==> src/logic/link_regs_map.svh <==
`ifndef LINK_REGS_MAP_SVH
`define LINK_REGS_MAP_SVH

// Register offsets on the host register port.
`define OFS_HCC_SET 12'h050
`define OFS_HCC_CLR 12'h054
`define OFS_SELFID_BASE 12'h064

// Windows of registers that are clocked by the PHY-supplied clock.
`define OFS_PHYDOM_A_LO 12'h0DC
`define OFS_PHYDOM_A_HI 12'h0F0
`define OFS_PHYDOM_B_LO 12'h100
`define OFS_PHYDOM_B_HI 12'h11C

// Field positions in the host link control register.
`define HCC_PERMIT_BIT 23
`define HCC_ENHANCE_BIT 22
`define HCC_POWER_STATE_BIT 19
`define HCC_POSTING_BIT 18
`define HCC_LINK_ACTIVE_BIT 17
`define HCC_SOFT_INIT_BIT 16

// Self-ID base: writable bits and alignment.
`define SELFID_BASE_MSB 31
`define SELFID_BASE_LSB 11
`define SELFID_QUAD_LSB 2

// Data returned for a PHY-domain access while that clock is stopped.
`define ALL_ONES_DATA 32'hFFFFFFFF
`define ZERO_DATA 32'h00000000

// Length of the soft initialisation sequence.
`define CLK_PERIOD_NS 100
`define SOFT_INIT_NS 1000
`define SOFT_INIT_CYCLES ((`SOFT_INIT_NS + `CLK_PERIOD_NS - 1) / `CLK_PERIOD_NS)

`endif

==> src/logic/link_regs_pkg.sv <==
package link_regs_pkg;

    // One host register access as presented on the register port.
    typedef struct packed {
        logic        wr;
        logic [11:0] addr;
        logic [31:0] wdata;
    } reg_req_t;

    // Control bits of the host link control register held in this block.
    typedef struct packed {
        logic phy_enhance_on;
        logic link_power_state;
        logic write_posting_on;
        logic link_active;
    } hcc_bits_t;

    // Soft initialisation sequencer states, Gray coded along idle-run-done.
    typedef enum logic [1:0] {
        SI_IDLE = 2'b00,
        SI_RUN  = 2'b01,
        SI_DONE = 2'b11
    } soft_init_state_t;

endpackage

==> src/logic/soft_init_seq.sv <==
`timescale 1ns/1ps
`include "link_regs_map.svh"

module soft_init_seq
    import link_regs_pkg::*;
(
    input wire logic i_clk_sys,  // System clock.
    input wire logic i_sys_rst,  // Synchronous reset, active high.
    input wire logic i_start,    // One-cycle request to start.
    output logic o_busy,         // High while the sequence runs.
    output logic o_flush         // One-cycle pulse at the start.
);

    localparam int CNT_W = 8;
    localparam logic [CNT_W-1:0] LAST_CNT = CNT_W'(`SOFT_INIT_CYCLES - 1);

    soft_init_state_t state_r;
    logic [CNT_W-1:0] cnt_r;

    // Sequencer: a start is ignored while a run is already in progress.
    always_ff @(posedge i_clk_sys) begin
        if (i_sys_rst) begin
            state_r <= SI_IDLE;
        end else begin
            unique case (state_r)
                SI_IDLE: begin
                    if (i_start) begin
                        state_r <= SI_RUN;
                    end
                end
                SI_RUN: begin
                    if (cnt_r == LAST_CNT) begin
                        state_r <= SI_DONE;
                    end
                end
                SI_DONE: begin
                    state_r <= SI_IDLE;
                end
                default: begin
                    state_r <= SI_IDLE;
                end
            endcase
        end
    end

    // Cycle counter for the run phase.
    always_ff @(posedge i_clk_sys) begin
        if (i_sys_rst || state_r != SI_RUN) begin
            cnt_r <= '0;
        end else begin
            cnt_r <= cnt_r + 1'b1;
        end
    end

    // Flush fires once as the run begins so every consumer clears together.
    always_ff @(posedge i_clk_sys) begin
        if (i_sys_rst) begin
            o_flush <= 1'b0;
        end else begin
            o_flush <= (state_r == SI_IDLE) && i_start;
        end
    end

    assign o_busy = (state_r != SI_IDLE);

endmodule

==> src/logic/link_host_control_regs.sv <==
`timescale 1ns/1ps
`include "link_regs_map.svh"

module link_host_control_regs
    import link_regs_pkg::*;
(
    input wire logic i_clk_sys,              // System clock, 10 MHz.
    input wire logic i_sys_rst,              // Synchronous reset, active high.
    input wire logic i_req_valid,            // Register access request.
    input wire reg_req_t i_req,              // Access address, direction and data.
    output logic o_ack,                      // Access completed normally.
    output logic o_abort,                    // Access ended in target abort.
    output logic [31:0] o_rdata,             // Read data, valid with o_ack.
    input wire logic i_suppress_abort,       // Abort suppression config bit.
    input wire logic i_enhance_cfg_permit,   // Enhancement permit strap pin.
    input wire logic i_phy_clk_alive,        // PHY clock running indication pin.
    input wire logic [8:0] i_selfid_quad,    // Self-ID quadlet index to store.
    output logic [31:0] o_selfid_wr_addr,    // Host address for that quadlet.
    output logic [31:0] o_selfid_base,       // Current self-ID buffer base.
    output logic o_phy_comm_en,              // Link-to-PHY traffic permitted.
    output logic o_bus_connect,              // Node logically on the serial bus.
    output logic o_write_posting_on,         // Posted writes enabled.
    output logic o_phy_enhance_on,           // PHY enhancements in use.
    output logic o_soft_init_flush           // One-cycle flush of all FIFOs and state.
);

    logic permit_s1_r, permit_r;
    logic alive_s1_r, alive_r;
    hcc_bits_t hcc_r;
    logic [`SELFID_BASE_MSB:`SELFID_BASE_LSB] base_r;
    logic si_busy, si_flush;
    logic wr_set, wr_clr, wr_base, si_start;
    logic [31:0] hcc_rd;

    // Address window check shared by the abort path and the read mux.
    function automatic logic in_phy_domain(input logic [11:0] addr);
        return (addr >= `OFS_PHYDOM_A_LO && addr <= `OFS_PHYDOM_A_HI) ||
               (addr >= `OFS_PHYDOM_B_LO && addr <= `OFS_PHYDOM_B_HI);
    endfunction

    // Both pins come from outside the clock domain, so each passes two flops.
    always_ff @(posedge i_clk_sys) begin
        if (i_sys_rst) begin
            permit_s1_r <= 1'b0;
            permit_r <= 1'b0;
            alive_s1_r <= 1'b0;
            alive_r <= 1'b0;
        end else begin
            permit_s1_r <= i_enhance_cfg_permit;
            permit_r <= permit_s1_r;
            alive_s1_r <= i_phy_clk_alive;
            alive_r <= alive_s1_r;
        end
    end

    // Write decode of the set and clear aliases and the self-ID pointer.
    // two aliases
    assign wr_set = i_req_valid && i_req.wr && i_req.addr == `OFS_HCC_SET;
    assign wr_clr = i_req_valid && i_req.wr && i_req.addr == `OFS_HCC_CLR;
    assign wr_base = i_req_valid && i_req.wr && i_req.addr == `OFS_SELFID_BASE;
    assign si_start = wr_set && i_req.wdata[`HCC_SOFT_INIT_BIT];

    soft_init_seq u_soft_init (
        .i_clk_sys(i_clk_sys),
        .i_sys_rst(i_sys_rst),
        .i_start(si_start),
        .o_busy(si_busy),
        .o_flush(si_flush)
    );

    // Control bits; the soft-init flush restores them like a hardware reset.
    always_ff @(posedge i_clk_sys) begin
        if (i_sys_rst || si_flush) begin
            hcc_r <= '0;
        end else begin
            if (wr_set) begin
                if (i_req.wdata[`HCC_ENHANCE_BIT] && permit_r && hcc_r.link_active) begin
                    hcc_r.phy_enhance_on <= 1'b1;
                end
                if (i_req.wdata[`HCC_POWER_STATE_BIT]) begin
                    hcc_r.link_power_state <= 1'b1;
                end
                if (i_req.wdata[`HCC_POSTING_BIT] && !hcc_r.link_active) begin
                    hcc_r.write_posting_on <= 1'b1;
                end
                if (i_req.wdata[`HCC_LINK_ACTIVE_BIT]) begin
                    hcc_r.link_active <= 1'b1;
                end
            end else if (wr_clr) begin
                if (i_req.wdata[`HCC_ENHANCE_BIT] && permit_r) begin
                    hcc_r.phy_enhance_on <= 1'b0;
                end
                if (i_req.wdata[`HCC_POWER_STATE_BIT]) begin
                    hcc_r.link_power_state <= 1'b0;
                end
                if (i_req.wdata[`HCC_POSTING_BIT] && !hcc_r.link_active) begin
                    hcc_r.write_posting_on <= 1'b0;
                end
                if (i_req.wdata[`HCC_LINK_ACTIVE_BIT]) begin
                    hcc_r.link_active <= 1'b0;
                end
            end
        end
    end

    // Self-ID base; low bits are not stored, which keeps 2K alignment by construction.
    always_ff @(posedge i_clk_sys) begin
        if (i_sys_rst || si_flush) begin
            base_r <= '0;
        end else if (wr_base) begin
            base_r <= i_req.wdata[`SELFID_BASE_MSB:`SELFID_BASE_LSB];
        end
    end

    // Read image of the control register; unimplemented bits stay zero.
    always_comb begin
        hcc_rd = `ZERO_DATA;
        hcc_rd[`HCC_PERMIT_BIT] = permit_r;
        hcc_rd[`HCC_ENHANCE_BIT] = hcc_r.phy_enhance_on;
        hcc_rd[`HCC_POWER_STATE_BIT] = hcc_r.link_power_state;
        hcc_rd[`HCC_POSTING_BIT] = hcc_r.write_posting_on;
        hcc_rd[`HCC_LINK_ACTIVE_BIT] = hcc_r.link_active;
        hcc_rd[`HCC_SOFT_INIT_BIT] = si_busy;
    end

    // Answer one cycle after the request; a stopped PHY clock makes the
    // PHY-domain windows unreachable, so those end in abort, or in an ack with all-ones data on reads.
    always_ff @(posedge i_clk_sys) begin
        if (i_sys_rst) begin
            o_ack <= 1'b0;
            o_abort <= 1'b0;
            o_rdata <= `ZERO_DATA;
        end else begin
            o_ack <= 1'b0;
            o_abort <= 1'b0;
            o_rdata <= `ZERO_DATA;
            if (i_req_valid) begin
                if (in_phy_domain(i_req.addr) && !alive_r) begin
                    o_abort <= !i_suppress_abort;
                    o_ack <= i_suppress_abort;
                    if (!i_req.wr && i_suppress_abort) begin
                        o_rdata <= `ALL_ONES_DATA;
                    end
                end else begin
                    o_ack <= 1'b1;
                    if (!i_req.wr) begin
                        if (i_req.addr == `OFS_HCC_SET || i_req.addr == `OFS_HCC_CLR) begin
                            o_rdata <= hcc_rd;
                        end else if (i_req.addr == `OFS_SELFID_BASE) begin
                            o_rdata <= o_selfid_base;
                        end
                    end
                end
            end
        end
    end

    // Pointer and quadlet address toward the self-ID DMA writer.
    // aligned base
    assign o_selfid_base = {base_r, {`SELFID_BASE_LSB{1'b0}}};
    always_ff @(posedge i_clk_sys) begin
        if (i_sys_rst) begin
            o_selfid_wr_addr <= `ZERO_DATA;
        end else begin
            o_selfid_wr_addr <= o_selfid_base | {21'h000000, i_selfid_quad, 2'h0};
        end
    end

    // Control outputs straight from the register bits.
    // PHY traffic gate
    assign o_phy_comm_en = hcc_r.link_power_state;
    assign o_bus_connect = hcc_r.link_active;
    assign o_write_posting_on = hcc_r.write_posting_on;
    assign o_phy_enhance_on = hcc_r.phy_enhance_on;
    assign o_soft_init_flush = si_flush;

endmodule

==> config.mk <==
export PLATFORM = sky130hd
export DESIGN_NAME = link_host_control_regs
export DESIGN_NICKNAME = d
export VERILOG_FILES = /design/src/logic/link_regs_pkg.sv /design/src/logic/soft_init_seq.sv /design/src/logic/link_host_control_regs.sv
export VERILOG_INCLUDE_DIRS = /design/src /design/src/logic
export SDC_FILE = /design/constraint.sdc
export NUM_CORES = 1
export LEC_CHECK = 0
export BUFFER_PORTS_ARGS = -buffer_cell sky130_fd_sc_hd__buf_2
export CAP_MARGIN = 0
export CORE_UTILIZATION = 49
export DETAILED_ROUTE_END_ITERATION = 8
export PLACE_DENSITY = 0.84
export RECOVER_POWER = 50
export SETUP_SLACK_MARGIN = 0.05
export SLEW_MARGIN = 5
export SYNTH_ARGS = -nofsm -noshare
export SYNTH_HDL_FRONTEND = slang
export SYNTH_SLANG_ARGS = --single-unit
==> constraint.sdc <==
create_clock -name i_clk_sys -period 2.6 [get_ports i_clk_sys]
set_input_delay 0.39 -clock i_clk_sys [delete_from_list [all_inputs] [get_ports i_clk_sys]]
set_output_delay 0.39 -clock i_clk_sys [all_outputs]
set_load 0.005 [all_outputs]
==> impl_metrics.yaml <==
power:
  p_leak_nw: 1.977
  powerDensity_nw_per_um2: 622.7
  irDropWorstVdd_mv: 0.3294
cts:
  post_cts_resized: 0
  clock_path_buffers: 2
  cts_sinks: 94
  insertion_delay_ns: 0.36
  cts_buffers: 9
  cts_hold_buffers: 0
  cts_root_buffer: "clkbuf_8"
  post_cts_buffers: 0
  cts_tree: "yes"
  htree_num_levels: 3
  clk_pin_slew_ns: 0.10
global_routing:
  overflow: 0
  grt_max_degree: 37
  antenna_found_initial: 0
  grt.total_usage_pct: 21.27
  use_met1_pct: 23.57
  grt_pass1_vias: 2535
  grt_use_met3_pct: 5.058
  met2_usage_pct: 38.51
  grt-busiest-layer: "met2"
  grt_pass1_wl_mm: 11.83
worst_setup_path:
  cpMaxStageDelayCell: "and4_1"
  regToRegSetupSlack_ns: 1.17
  arrival_ns: 1.76
  path_class: "in -> reg"
  worstRegToRegCells: 3
  start_kind: "primary input"
  critPathMostFrequentCell: "and4_1"
  cp_cell_sequence: "buf_2 -> nor3_1 -> and4_1 -> and4_1 -> nor3_2"
  r2r-end: "u_soft_init.state_r[1]$_SDFFE_PP0P_"
  required_ns: 2.82
  critPathTopFamily: "simple AND/OR/NAND/NOR gates"
  crit_fanout: 9
  endpoint_kind: "flop"
  slowest_delay_ns: 0.53
  rr_startpoint: "u_soft_init.cnt_r[0]$_SDFF_PP0_"
  critPathBufInv: 1
sta:
  rsz0062_at_grt: "false"
  timing.slew.headroom_pct: 35.33
  setup_tns_ns: 0
  timing.final.ws_setup_ns: 1.055
  skew_ns: 0.01123
  tightest_slew_ns: 0.9701
  setup_viol: 0
  maxSlewViolCount: 0
  hold_violations: 0
  fin_crit_ns: 1.545
  post-route-period-util_pct: 59.43
  fmax_mhz: 647.2
logic_synthesis:
  synth.area.mux_share_pct: 0
  synth_compound_area_share_pct: 12.75
  ys.flop_type: "dfxtp_1"
  yosysSeqAreaShare_pct: 55.89
  synth_cell_types: 45
  synth_top_family_by_area: "simple AND/OR/NAND/NOR gates"
  synthXorXnorAreaFrac_pct: 1.561
  synth-edff-count: 0
  synthAdderAreaFrac_pct: 0.7432
  netlist_area_um2: 3367
  async_flop_share_pct: 0
  yosys_warnings: 0
  ys_ff_latch: 94
  syn_inst: 334
  synth_area_per_cell_um2: 10.08
  synthSimpleGateAreaFrac_pct: 21.00
drt:
  wl_mm: 7.488
  drtIter0Drc: 113
  viasPerCell: 5.018
  post_drt_wl_per_cell_um: 13.82
  first_pass_iters: 6
  ant_nets: 0
  drcViolationCount: 12
  vias: 2720
floorplanning:
  top_level_ports: 163
  die_h_um: 84.90
  fp.dieW_um: 84.90
  rows: 29
  core_area_um2: 6495
  dieArea_um2: 7207
  start_util_pct: 51.84
placement:
  place_hpwl_mm: 5.257
  post-place-ws_ns: 0.6907
  dp_cells: 526
  gp_congestion: 0.8495
  port_buffers: 138
layout:
  final_layout_size_suffix_gt1_share_pct: 32.04
  final_common_cell: "buf_2"
  regArea_um2: 1882
  n_antenna_cell: 0
  fillers: 545
  final_cell_mix: "buf_2 (117), dfxtp_1 (94), nand2_1 (46)"
  multi_input_area_um2: 1262
  syn_to_final_growth_pct: 23.56
  layout.cells.non_filler: 542
  nets: 522
worst_hold_path:
  hold_depth: 2
  worstHoldStart: "i_selfid_quad[5]"
  min_to: "o_selfid_wr_addr[7]$_SDFF_PP0_"
  min_path_type: "in -> reg"
status:
  violations: "design-rule violations"
  status: "finished, violations left"
flow_run:
  drv_cap: 0
## synth_stat cells, drive strengths merged (3+ instances only)
cell type	instances	area [µm²]
nor4	4	40.04
o21bai	6	45.04
and4	4	35.03
a22oi	5	37.54
nor3	3	25.02
nor2b	36	232.7
dfxtp	94	1882
clkbuf	8	30.03
nor2	13	48.80
buf	31	230.2
a21oi	25	132.6
nand2	46	172.7
a21o	15	112.6
xor2	5	43.79
nand3	7	40.04
## sequential cells by signal, summed over array words and instances (netlist names)
register and flops:
permit_r 1, o_selfid_wr_addr 30, u_soft_init.o_flush 1, o_ack 1, o_phy_comm_en 1, o_bus_connect 1
o_write_posting_on 1, o_rdata 22, alive_r 1, alive_s1_r 1, permit_s1_r 1, base_r 21
u_soft_init.cnt_r 8, o_phy_enhance_on 1, u_soft_init.state_r 2, o_abort 1
## where the power goes
part | internal, mW | switching (mW) | total, mW
clock network | 0.469 | 0.560 | 1.03
logic | 0.0469 | 0.0615 | 0.108
registers | 1.45 | 0.00286 | 1.45
total | 1.97 | 0.624 | 2.59
## per-stage QoR
stage | utilization, % | hold slack [ns] | cell area, µm² | power [mW]
final | 64.05 | 0.2263 | 4160 | 2.591
after global routing | 64.05 | 0.2313 | 4160 | 2.676
after CTS | 64.46 | 0.2251 | 4187 | 2.604
after detailed placement | 61.11 | 0.4288 | 3969 | 1.596
after global placement | 61.11 | 0.4218 | 3969 | 1.592
after floorplan | - | 0.4137 | 3412 | 1.546
## kinds of logic (layout without fill, tap and decap cells)
kind of cell | after synthesis | count (layout)
AOI/OAI and AO/OA | 63 | 63
xor gates and xnor gates | 6 | 6
adders and majority gates | 2 | 2
buffers and inverters | 41 | 160
DFF | 94 | 94
other | 1 | 13
and+or+nand+nor | 127 | 127
## final cells by class
cell class,instances,area share [%]
timing repair buffer,142,16.69
clock inverter,7,2.256
clock buffer,9,2.977
inverter,2,0.1805
multi-input combinational,211,30.35
sequential,94,45.23
tap,77,2.316
## how the worst max path moves through the flow
stage                     cells after the start                       endpoint  slack, ns       from
final                                         5  o_phy_enhance_on$_SDFFE_PP0P_       1.05  i_req[43]
after global routing                          5         o_rdata[11]$_SDFF_PP0_       0.92  i_req[43]
after CTS                                     5  o_phy_enhance_on$_SDFFE_PP0P_       1.05  i_req[43]
after detailed placement                      5  o_phy_enhance_on$_SDFFE_PP0P_       0.69  i_req[43]
after global placement                        5  o_phy_enhance_on$_SDFFE_PP0P_       0.70  i_req[43]
after floorplan                               6         o_rdata[24]$_SDFF_PP0_       1.11  i_req[34]
## per-layer routing
| metal | up-vias | share of wire, % |
|---|---|---|
| li1 | 1334 | - |
| met1 | 1270 | 43 |
| met2 | 104 | 50 |
| met3 | 12 | 5.4 |
| met4 | 0 | 1.9 |
| met5 | - | 0 |
(Power assumes the default switching activity.)
